==> config.mk <==
export PLATFORM = sky130hd
export DESIGN_NAME = occ_regs
export DESIGN_NICKNAME = d
export VERILOG_FILES = /design/src/hdl/occ_pkg.sv /design/src/hdl/occ_regs.sv
export SDC_FILE = /design/constraint.sdc
export NUM_CORES = 1
export LEC_CHECK = 0
export BUFFER_PORTS_ARGS = -buffer_cell sky130_fd_sc_hd__buf_4
export CORE_UTILIZATION = 30
export DETAILED_ROUTE_END_ITERATION = 16
export PLACE_DENSITY = 0.63
export SLEW_MARGIN = 25
export SYNTH_ARGS = -nofsm -noshare
export SYNTH_HDL_FRONTEND = slang
export SYNTH_SLANG_ARGS = --single-unit
export TNS_END_PERCENT = 50
==> constraint.sdc <==
create_clock -name MCLK -period 4.98 [get_ports MCLK]
set_clock_uncertainty 0.2 [all_clocks]
set_input_delay 0.249 -clock MCLK [delete_from_list [all_inputs] [get_ports MCLK]]
set_output_delay 0.249 -clock MCLK [all_outputs]
set_load 0.01 [all_outputs]
==> src/hdl/occ_pkg.sv <==
// occ_pkg: constants and types for the upper channel group output control registers.
// assumes a 32-bit AHB-Lite slave port and four serial output lines, channels 13 to 16.
package occ_pkg;
    localparam int OCC_ADDR_W = 12;
    localparam int OCC_SAMPLE_W = 14;
    localparam int OCC_NCH = 4;
    // register indices; byte address is four times the index
    localparam logic [9:0] OCC_PDI_IDX = 10'h03C;
    localparam logic [9:0] OCC_DLY_IDX = 10'h043;
    localparam logic [15:0] OCC_PDI_RST = 16'h0000;
    localparam logic [3:0] OCC_SKEW_RST = 4'h0;
    // field positions, channel 13 at the lsb of each group
    localparam int OCC_DIG_LSB = 12;
    localparam int OCC_LINE_LSB = 8;
    localparam int OCC_ANA_LSB = 4;
    localparam int OCC_FLIP_LSB = 0;
    localparam int OCC_SKEW_LSB = 1;
    localparam int OCC_SKEW_W = 4;
    // skew step in picoseconds
    localparam logic signed [10:0] OCC_STEP_PS = 11'sh06E;

    typedef struct packed {
        logic [OCC_NCH-1:0] dig_off;
        logic [OCC_NCH-1:0] line_off;
        logic [OCC_NCH-1:0] ana_off;
        logic [OCC_NCH-1:0] flip;
    } occ_ctrl_t;

    typedef struct packed {
        logic hready;
        logic hresp;
        logic wr_pend;
        logic [9:0] widx;
        logic [15:0] pdi;
        logic [OCC_SKEW_W-1:0] skew;
        logic signed [10:0] skew_ps;
        logic [31:0] rdata;
        logic [OCC_NCH-1:0][OCC_SAMPLE_W-1:0] dout;
    } occ_state_t;
endpackage

==> src/hdl/occ_regs.sv <==
// occ_regs: power-down, data inversion and bit clock skew registers for channels 13 to 16,
// reached over an AHB-Lite slave port, plus the per-line output data gating and inversion.
// assumes one master, hready fed back from HREADYOUT, samples synchronous to MCLK.
//
// Functional notes
// - bits 15..12 power down digital block of channels 16..13 when 1
// - bits 11..8 power down serial output lines 16..13 when 1
// - bits 7..4 power down analog block of channels 16..13 when 1
// - bit 3 inverts sample data on serial line 16
// - bit 2 inverts sample data on serial line 15
// - bits 1 and 0 invert data on lines 14 and 13
// - all power-down and inversion bits read zero after reset
// - skew field bits 4..1 shifts bit clock in 110 ps steps
// - skew field is signed twos complement, 1111 is minus one step
//
// The implementer's own choice: the AHB-Lite register port.
`timescale 1ns/1ps
module occ_regs
    import occ_pkg::*;
(
    input wire logic MCLK,
    input wire logic SYS_RST,
    input wire logic HSEL,
    input wire logic [OCC_ADDR_W-1:0] HADDR,
    input wire logic [1:0] HTRANS,
    input wire logic HWRITE,
    input wire logic [2:0] HSIZE,
    input wire logic [31:0] HWDATA,
    input wire logic HREADY,
    output logic [31:0] HRDATA,
    output logic HREADYOUT,
    output logic HRESP,
    input wire logic [OCC_NCH-1:0][OCC_SAMPLE_W-1:0] SAMPLE_IN,
    output logic [OCC_NCH-1:0][OCC_SAMPLE_W-1:0] SERIAL_DATA,
    output occ_ctrl_t CHAN_CTRL,
    output logic [OCC_SKEW_W-1:0] BIT_CLOCK_SKEW_CODE,
    output logic signed [10:0] BIT_CLOCK_SKEW_PS
);
    localparam occ_state_t OCC_STATE_RST = '{
        hready: 1'b1,
        hresp: 1'b0,
        wr_pend: 1'b0,
        widx: '0,
        pdi: OCC_PDI_RST,
        skew: OCC_SKEW_RST,
        skew_ps: '0,
        rdata: '0,
        dout: '0
    };

    occ_state_t st_q;
    occ_state_t st_d;
    logic take;

    // zero wait states, so every valid address phase is taken
    assign take = HSEL & HREADY & HTRANS[1];

    always_comb begin
        st_d = st_q;
        st_d.hready = 1'b1;
        st_d.hresp = 1'b0;
        // data phase of a write lands here
        if (st_q.wr_pend) begin
            if (st_q.widx == OCC_PDI_IDX) begin
                st_d.pdi = HWDATA[15:0];
            end else if (st_q.widx == OCC_DLY_IDX) begin
                // only the skew field is kept, other bits always read zero
                st_d.skew = HWDATA[OCC_SKEW_LSB +: OCC_SKEW_W];
            end
        end
        // signed code times step covers -8..+7 steps linearly
        st_d.skew_ps = $signed(st_d.skew) * OCC_STEP_PS;
        st_d.wr_pend = take & HWRITE;
        st_d.widx = HADDR[OCC_ADDR_W-1:2];
        st_d.rdata = '0;
        // read data built from the next values so a write just before is seen
        if (take && !HWRITE) begin
            if (HADDR[OCC_ADDR_W-1:2] == OCC_PDI_IDX) begin
                st_d.rdata = {16'h0000, st_d.pdi};
            end else if (HADDR[OCC_ADDR_W-1:2] == OCC_DLY_IDX) begin
                st_d.rdata = {27'h0000000, st_d.skew, 1'b0};
            end
        end
        for (int i = 0; i < OCC_NCH; i++) begin
            // a line with its digital block or driver off sends zeros
            if (st_d.pdi[OCC_DIG_LSB+i] || st_d.pdi[OCC_LINE_LSB+i]) begin
                st_d.dout[i] = '0;
            end else begin
                st_d.dout[i] = SAMPLE_IN[i]
                    ^ {OCC_SAMPLE_W{st_d.pdi[OCC_FLIP_LSB+i]}};
            end
        end
    end

    always_ff @(posedge MCLK) begin
        if (SYS_RST) begin
            st_q <= OCC_STATE_RST;
        end else begin
            st_q <= st_d;
        end
    end

    assign HRDATA = st_q.rdata;
    assign HREADYOUT = st_q.hready;
    assign HRESP = st_q.hresp;
    assign SERIAL_DATA = st_q.dout;
    assign CHAN_CTRL.dig_off = st_q.pdi[OCC_DIG_LSB +: OCC_NCH];
    assign CHAN_CTRL.line_off = st_q.pdi[OCC_LINE_LSB +: OCC_NCH];
    assign CHAN_CTRL.ana_off = st_q.pdi[OCC_ANA_LSB +: OCC_NCH];
    assign CHAN_CTRL.flip = st_q.pdi[OCC_FLIP_LSB +: OCC_NCH];
    assign BIT_CLOCK_SKEW_CODE = st_q.skew;
    assign BIT_CLOCK_SKEW_PS = st_q.skew_ps;

    logic wr_pdi;
    logic wr_dly;
    logic rd_dly;
    logic rd_dly_q;
    assign wr_pdi = st_q.wr_pend && (st_q.widx == OCC_PDI_IDX);
    assign wr_dly = st_q.wr_pend && (st_q.widx == OCC_DLY_IDX);
    assign rd_dly = take && !HWRITE && (HADDR[OCC_ADDR_W-1:2] == OCC_DLY_IDX);
    always_ff @(posedge MCLK) begin
        if (SYS_RST) begin
            rd_dly_q <= 1'b0;
        end else begin
            rd_dly_q <= rd_dly;
        end
    end

    // analog power-down must never gate the digital stream of its line
    for (genvar g = 0; g < OCC_NCH; g++) begin : g_line_chk

    end
endmodule

==> qor.txt, run 1 <==
fmax: 234 MHz
min cycle time layout: 4280 ps
CTS Buffer Depth: 2
core area: 16600 um2
FILL cells: 1616
max-cap violations: 0
via/cell ratio: 3.94
crit start category: flop
Mapped Area: 5100 um2
post_cts resized: 0
power per standard cell area: 272 nW/um2
simple-gate share of the synthesized area: 12.5%
Slew Limit Fails: 0
routability cong.: 0.722
period utilization: 86.0%
post-synthesis xor/xnor area fraction: 9.79%
share of layout cells above drive strength 1: 32.9%
grt ovf: 0
Worst-Margin Slew: 906 ps
post-CTS setup buffer count: 0
clock root buffer: clkbuf_16
All-Layer GR Usage: 13.3%
Setup WS pre-CTS: 661 ps
largest family of logic cells by synthesized area: buffers and inverters
RSZ-0062 raised after global routing: no
post-detail-place hpwl: 7.71 mm
syn avg cell area: 9.96 um2
WP data arrival: 4360 ps
Ys Warns: 0
Routed wire per std cell: 12.8 um
setup TNS: 0 ps
die width: 132 um
status: complete, no violations
sequential fraction of the synthesis area: 44.0%
Skew-Pair Late Insertion Delay: 350 ps
Worst IR Drop VDD: 0.147 mV
Clock transition at path regs: 80 ps
initial antenna violation count: 0
post-synthesis compound-gate area fraction: 2.53%
Hold Path Class: in2reg
Area Growth Syn to Fin: 35.4%
pin count of the biggest net entering global routing: 40
detailed-route via count: 3525
mux cell area share after synthesis: 5.55%
number of global-route vias before repair: 3555
hold_buf cts: 77
total iterations of the first detailed-routing run: 4
first-pass GRT wire length: 18.0 mm
Routed Antenna Nets: 0
M1 GR Usage: 15.0%
# rows: 47
crit path kind: reg2reg
total routed wirelength: 11.5 mm
Pleak: 3.26 nW
Worst Path Required: 5060 ps
Worst setup EP type: flop
Antenna Diode Count: 0
Synth Area in Adders: 4.47%
CTS Buf Count: 9
Final setup viols: 0
PnR worst setup slack: 699 ps
met3 Resource Use GR: 2.81%
most common cell after layout, fill and taps aside: buf_4
DR DRC count: 0
crit-path max FO: 6
post-synth cell types: 38
fin nets: 798
DR iter-0 viols: 101
CTS tree: built
Initial Util: 30.7%
I/O pin total: 231
worst rel slew slack: 39.6%
#FFs+latches synth: 112
most used routing layer: met2
Sink Count: 112
Synth Instances: 512
FF-to-FF setup slack: 700 ps
GR met2 Demand/Resource: 23.5%
I/O Buffers: 189
most frequent cells in the layout: buf_4 (190), dfxtp_1 (112), nor2_1 (94), dlygate4sd3_1 (77), xor2_1 (56)
Die Y: 132 um
die area: 17500 um2
Fin. Hold Viols: 0
H-tree depth: 3
## synth_stat cells
| cell | n | area [um2] |
|---|---|---|
| a211oi_1 | 3 | 22.5 |
| a21o_1 | 1 | 7.51 |
| a21oi_1 | 3 | 15.0 |
| and2_1 | 1 | 6.26 |
| and3_1 | 1 | 6.26 |
| and4_1 | 1 | 8.76 |
| and4b_1 | 1 | 10.0 |
| buf_1 | 1 | 3.75 |
| buf_12 | 1 | 20.0 |
| buf_4 | 125 | 938 |
| buf_6 | 5 | 56.3 |
| clkbuf_1 | 4 | 15.0 |
| conb_1 | 2 | 7.51 |
| dfxtp_1 | 112 | 2240 |
| fa_1 | 2 | 40.0 |
| ha_1 | 15 | 188 |
| inv_1 | 10 | 37.5 |
| mux2i_1 | 11 | 110 |
| mux2i_2 | 6 | 82.6 |
| mux2i_4 | 4 | 90.1 |
| nand2_1 | 3 | 11.3 |
| nand3_1 | 7 | 35.0 |
| nand3_2 | 4 | 40.0 |
| nand4b_1 | 1 | 8.76 |
| nor2_1 | 94 | 353 |
| nor2b_1 | 16 | 100 |
| nor3_1 | 3 | 15.0 |
| nor4_1 | 1 | 6.26 |
| nor4b_1 | 2 | 17.5 |
| nor4b_2 | 1 | 15.0 |
| o21a_1 | 1 | 7.51 |
| o21ai_0 | 4 | 20.0 |
| o21bai_1 | 3 | 22.5 |
| o22ai_1 | 4 | 25.0 |
| o31a_1 | 1 | 8.76 |
| or2_2 | 1 | 6.26 |
| xnor2_1 | 1 | 8.76 |
| xor2_1 | 56 | 490 |
## stage by stage
stage / util [%] / cells / hold WS [ps] / area (um2) / total power (W)
after global routing: 41.6 / 895 / 52.6 / 6900 / 0.00195
after floorplan: - / 529 / 171 / 5160 / 0.00106
after detailed placement: 35.2 / 803 / 276 / 5840 / 0.00112
final: 41.6 / 895 / 18.0 / 6900 / 0.00188
after CTS: 41.6 / 895 / 2.78 / 6900 / 0.00190
after global placement: 35.2 / 803 / 281 / 5840 / 0.00112
## routing by layer
layer,up-vias,part of all wire (%)
li1,1796,-
met3,18,4.9
met4,0,2.6
met2,128,50
met5,-,0
met1,1583,43
## final timing paths
path	startpoint	end	cells after the start
worst max-delay path	st_q[126]	BIT_CLOCK_SKEW_PS[10]	16
worst min-delay path	HWDATA[15]	CHAN_CTRL[15]	3
worst max register to register	st_q[126]	BIT_CLOCK_SKEW_PS[10]	16
worst min register to register	CHAN_CTRL[6]	CHAN_CTRL[6]	2
## worst max-delay path: stages (launching register included)
cell and delay, ps:
dfxtp_1 310, nor4b_2 360, nand3_1 360, mux2i_1 350, inv_1 180, ha_1 330
inv_1 50, ha_1 180, fa_1 480, ha_1 190, inv_1 60, fa_1 380
nor2b_1 200, o31a_1 170, nor2_1 60, nand4b_1 160, a21oi_1 180
## kinds of logic after synthesis
kind of cell	count (synthesis)
XOR/XNOR	57
AND/OR/NAND/NOR	137
flip-flops	112
buffers and inverters	146
multiplexers	21
adder cells (fa/ha/maj)	17
other	2
AO/OA/AOI/OAI	20
## state kept, by name, summed over array words and instances, names as in the netlist
signal               flops
SERIAL_DATA             56
CHAN_CTRL               16
HRDATA                  16
st_q                    11
BIT_CLOCK_SKEW_PS        9
BIT_CLOCK_SKEW_CODE      4
## where the power goes
group | internal (W) | switching [W]
sequential | 0.000924 | 0.00000793
combinational | 0.000130 | 0.0000841
clock | 0.000402 | 0.000330
## area by class of cell
class                           count  area [um2]  share of cell area (%)
Clock buffer                       10         239                    3.46
Multi-Input combinational cell    271        1850                    26.9
Inverter                           10        37.5                   0.544
Timing Repair Buffer              267        2200                    31.8
Tap cell                          220         275                    3.99
Sequential cell                   112        2240                    32.5
Clock inverter                      5        56.3                   0.816
Power figures use the tool's default switching activity.
==> run 2, diff against run 1 <==
BUFFER_PORTS_ARGS = -buffer_cell sky130_fd_sc_hd__buf_2   (was -buffer_cell sky130_fd_sc_hd__buf_4)
==> run 2 against run 1 <==
Combinational power decreased by 16%. Hold slack got worse by 1.8 ps. Die area unchanged. Via count increased by 0.60%. Clock-buffer cell count increased by 1. Design area decreased by 6.9%. Non-clock buffer count decreased by 1. Worst setup slack got worse by 44 ps. Largest power group unchanged.
==> qor.txt, run 2 (synthesized netlist as in run 1, its figures left out) <==
status: complete, no violations
Slew Limit Fails: 0 (unchanged)
end point of the critical path: BIT_CLOCK_SKEW_PS[10]
crit path kind: reg2reg
FF-to-FF path depth: 17 (+1)
Worst Path Required: 5050 ps (about the same)
Routed Antenna Nets: 0 (unchanged)
DR DRC count: 0 (unchanged)
max FFs per register: 56 (unchanged)
via/cell ratio: 3.96 (+0.60%)
first-pass GRT wire length: 17.5 mm (-2.7%)
Sink Count: 112 (unchanged)
core area: 16600 um2 (unchanged)
fin nets: 797 (-0.13%)
Final setup viols: 0 (unchanged)
FILL cells: 1689 (+4.5%)
CTS Buf Count: 9 (unchanged)
die width: 132 um (unchanged)
Fin. Hold Viols: 0 (unchanged)
reg2reg start: st_q[126]
crit-path max FO: 7 (+1)
Worst-Margin Slew: 941 ps (+35.3 ps)
RSZ-0062 raised after global routing: no
RR Endpoint: BIT_CLOCK_SKEW_PS[10]
grt ovf: 0 (unchanged)
die area: 17500 um2 (unchanged)
met3 Resource Use GR: 2.27% (-0.54 points)
total routed wirelength: 11.1 mm (-2.8%)
post-detail-place hpwl: 7.54 mm (-2.2%)
H-tree depth: 3 (unchanged)
CTS tree: built
most used routing layer: met2
Worst Setup SP: st_q[126]
Antenna Diode Count: 0 (unchanged)
GR met2 Demand/Resource: 23.2% (-0.23 points)
share of layout cells above drive strength 1: 32.9% (unchanged)
initial antenna violation count: 0 (unchanged)
Worst IR Drop VDD: 0.150 mV (+2.2%)
Die Y: 132 um (unchanged)
number of global-route vias before repair: 3563 (+0.23%)
most frequent cells in the layout: buf_2 (189), dfxtp_1 (112), nor2_1 (94), dlygate4sd3_1 (76), xor2_1 (56)
Hold Path Class: in2reg
FF-to-FF setup slack: 660 ps (-40 ps)
pin count of the biggest net entering global routing: 40 (unchanged)
I/O Buffers: 189 (unchanged)
Cells after DPL: 803 (unchanged)
fmax: 231 MHz (-1.0%)
Initial Util: 30.7% (unchanged)
DR iter-0 viols: 79 (-22%)
detailed-route via count: 3546 (+0.60%)
post-CTS setup buffer count: 0 (unchanged)
setup TNS: 0 ps (unchanged)
Worst setup EP type: flop
clock root buffer: clkbuf_16
crit start category: flop
min-delay src: HWDATA[11]
routability cong.: 0.727 (+0.75%)
M1 GR Usage: 14.5% (-0.49 points)
min cycle time layout: 4320 ps (+43.9 ps)
Routed wire per std cell: 12.4 um (-2.8%)
Skew-Pair Late Insertion Delay: 350 ps (about the same)
total iterations of the first detailed-routing run: 4 (unchanged)
I/O pin total: 231 (unchanged)
period utilization: 86.8% (+0.88 points)
WP data arrival: 4400 ps (+40 ps)
Clock transition at path regs: 70 ps (about the same)
fin cells: 895 (unchanged)
max-cap violations: 0 (unchanged)
# rows: 47 (unchanged)
CTS Buffer Depth: 2 (unchanged)
worst rel slew slack: 37.2% (-2.4 points)
most common cell after layout, fill and taps aside: buf_2
Pleak: 3.17 nW (-2.8%)
power per standard cell area: 285 nW/um2 (+4.7%)
Area Growth Syn to Fin: 26.0%
All-Layer GR Usage: 12.9% (-0.37 points)
[run 2: worst max-delay path: stages (launching register included)]
cell,delay (ps)
dfxtp_1,310
nor4b_2,370
nand3_1,390
mux2i_1,250
buf_4,180
inv_1,110
ha_1,310
inv_1,40
ha_1,180
fa_1,490
ha_1,190
inv_1,70
fa_1,390
nor2b_1,190
o31a_1,180
nor2_1,60
nand4b_1,160
a21oi_1,170
[run 2: per-stage QoR]
step	total power [W]	hold slack (ps)	worst slack, ps	area, um2	utilization [%]
6_report	0.00183	16.2	655	6420	38.7
5_1_grt	0.00191	39.4	363	6420	38.7
4_1_cts	0.00186	2.48	611	6420	38.7
3_5_place_dp	0.00108	281	644	5360	32.3
3_3_place_gp	0.00108	289	708	5360	32.3
2_1_floorplan	0.00106	171	1080	5160	-
[run 2: final cells by class]
cell class	count	area [um2]	share of cell area, %
inverters	10	37.5	0.584
multi-input cells	271	1850	28.9
well taps	220	275	4.29
flip-flops and latches	112	2240	34.9
clock buffers	11	243	3.78
clock inverters	5	56.3	0.877
repair buffers	266	1710	26.7
[run 2: what timing repair did]
action                                 4_1_cts  5_1_grt
endpoints found under the hold margin       83        0
resized for setup                            0        0
hold buffers                                76        0
[run 2: worst min-delay path by stage]
| stage | end | slack (ps) | cells after the start |
|---|---|---|---|
| 4_1_cts | HRDATA[11] | 2 | 3 |
| 3_5_place_dp | st_q[128] | 280 | 2 |
| 5_1_grt | CHAN_CTRL[11] | 40 | 3 |
| 2_1_floorplan | st_q[129] | 170 | 1 |
| 6_report | HRDATA[11] | 20 | 3 |
| 3_3_place_gp | SERIAL_DATA[23] | 290 | 3 |
[run 2: layer usage]
metal / wire length (um) / share of wire, %
met1: 4790 / 43
met2: 5520 / 50
met3: 510 / 4.6
met4: 305 / 2.7
met5: 0 / 0
[run 2: power breakdown]
| group | switching [W] | leakage (nW) | internal (W) |
|---|---|---|---|
| sequential | 0.00000686 | 0.920 | 0.000924 |
| combinational | 0.0000816 | 2.10 | 0.0000987 |
| clock | 0.000316 | 0.145 | 0.000403 |
==> run 3, diff against run 2 <==
CORE_UTILIZATION = 47   (was 30)
PLACE_DENSITY = 0.88   (was 0.63)
==> run 3 against run 2 <==
First-iteration DRC count increased by 54%. Flip-flop and latch count unchanged. Worst setup slack improved by 110 ps. Non-clock buffer count increased by 3. Combinational power increased by 3%. Final cell count decreased by 9.1%. Global-route usage increased by 7.7 points. Clock-buffer cell count decreased by 1. Critical path type unchanged. Critical endpoint unchanged.
==> qor.txt, run 3 (synthesized netlist as in run 1, its figures left out) <==
die area: 11300 um2 (-36%)
CTS Buffer Depth: 2 (unchanged)
Worst setup EP type: flop
Pwr Total: 0.00160 W (-12%)
post_cts resized: 0 (unchanged)
pin count of the biggest net entering global routing: 40 (unchanged)
Final setup viols: 0 (unchanged)
Hold Path Class: in2reg
I/O Buffers: 189 (unchanged)
Routed Antenna Nets: 0 (unchanged)
share of layout cells above drive strength 1: 32.7% (-0.15 points)
crit path kind: reg2reg
area of the multi-input gates: 1850 um2 (unchanged)
Skew-Pair Late Insertion Delay: 360 ps (about the same)
WP data arrival: 4300 ps (-100 ps)
# rows: 37 (-21%)
RSZ-0062 raised after global routing: no
Area Growth Syn to Fin: 22.0%
crit start category: flop
post-detail-place hpwl: 7.47 mm (-1.0%)
FILL cells: 840 (-50%)
Hold WS: 30.5 ps (+14.3 ps)
Initial Util: 48.9% (+18 points)
die width: 106 um (-20%)
core area: 10400 um2 (-37%)
grt ovf: 0 (unchanged)
Die Y: 106 um (-20%)
Antenna Diode Count: 0 (unchanged)
max FFs per register: 56 (unchanged)
I/O pin total: 231 (unchanged)
Fin. Hold Viols: 0 (unchanged)
All-Layer GR Usage: 20.6% (+7.7 points)
via/cell ratio: 4.50 (+14%)
most frequent cells in the layout: buf_2 (189), dfxtp_1 (112), nor2_1 (94), dlygate4sd3_1 (79), xor2_1 (56)
H-tree depth: 3 (unchanged)
initial antenna violation count: 0 (unchanged)
Worst-Margin Slew: 819 ps (-122 ps)
DR DRC count: 0 (unchanged)
detailed-route via count: 3662 (+3.3%)
Clock transition at path regs: 100 ps (+30 ps)
worst rel slew slack: 45.3% (+8.1 points)
register area: 2240 um2 (unchanged)
total routed wirelength: 11.4 mm (+2.5%)
Worst Setup SP: st_q[126]
fmax: 237 MHz (+2.6%)
CTS Buf Count: 9 (unchanged)
clock root buffer: clkbuf_8
Worst IR Drop VDD: 0.161 mV (+7.5%)
Routed wire per std cell: 14.0 um (+13%)
Pleak: 3.12 nW (-1.6%)
DR iter-0 viols: 122 (+54%)
fin nets: 800 (+0.38%)
number of global-route vias before repair: 3789 (+6.3%)
first-pass GRT wire length: 18.0 mm (+2.8%)
reg2reg start: st_q[126]
Worst Path Required: 5070 ps (+20 ps)
total iterations of the first detailed-routing run: 4 (unchanged)
Sink Count: 112 (unchanged)
min cycle time layout: 4210 ps (-110 ps)
CTS tree: built
period utilization: 84.6% (-2.2 points)
power per standard cell area: 257 nW/um2 (-9.7%)
min-delay src: HWDATA[1]
crit-path max FO: 6 (-1)
routability cong.: 0.780 (+7.2%)
status: complete, no violations
max-cap violations: 0 (unchanged)
Slew Limit Fails: 0 (unchanged)
setup TNS: 0 ps (unchanged)
most common cell after layout, fill and taps aside: buf_2
-- run 3: cell types whose count changed in the layout (fill, tap and decap cells not counted), sizes merged --
cell,delta
dlygate4sd3,+3
bufinv,-1
clkbuf,-1
clkinv,+1
clkinvlp,+1
-- run 3: worst paths after layout --
check	cells past startpoint	to	slack (ps)
max reg2reg	16	BIT_CLOCK_SKEW_PS[10]	770
min	3	BIT_CLOCK_SKEW_CODE[0]	30
min reg2reg	2	HRDATA[5]	350
max	16	BIT_CLOCK_SKEW_PS[10]	770
-- run 3: layout make-up --
type,count,share of cell area [%]
Inverter,10,0.603
Multi-Input combinational cell,271,29.8
Clock inverter,6,0.744
Timing Repair Buffer,269,28.0
Tap cell,136,2.73
Clock buffer,10,2.05
Sequential cell,112,36.0
-- run 3: repair_timing --
item	in CTS	in global routing
hold endpoints to repair	88	0
setup buffers	0	0
hold buffers	79	0
-- run 3: report_power, final --
| part | leakage [nW] | total [W] | internal, W | switching [W] |
|---|---|---|---|---|
| combinational | 2.11 | 0.000185 | 0.000100 | 0.0000843 |
| clock | 0.0824 | 0.000485 | 0.000184 | 0.000300 |
| sequential | 0.920 | 0.000932 | 0.000924 | 0.00000846 |
-- run 3: metrics by stage --
step | worst slack [ps] | instances | util (%) | cell area [um2]
finish | 766 | 814 | 59.7 | 6220
global route | 446 | 814 | 59.7 | 6220
CTS | 660 | 814 | 59.7 | 6220
detailed placement | 677 | 719 | 50.5 | 5260
global placement | 865 | 719 | 50.5 | 5260
floorplan | 1080 | 529 | - | 5160
-- run 3: critical path, stage by stage (launching register included) --
cell and delay (ps):
dfxtp_1 320, nor4b_2 350, nand3_1 320, mux2i_1 300, inv_1 160, ha_1 320, inv_1 50, ha_1 180
fa_1 490, ha_1 200, inv_1 70, fa_1 380, nor2b_1 220, o31a_1 170, nor2_1 60, nand4b_1 160
a21oi_1 180
-- run 3: per-layer routing --
metal	vias up	part of all wire (%)	global-route usage (%)
li1	1794	-	-
met1	1698	37	21.1
met2	143	55	39.6
met3	27	5.4	4.54
met4	0	2.9	9.33
met5	-	0	0
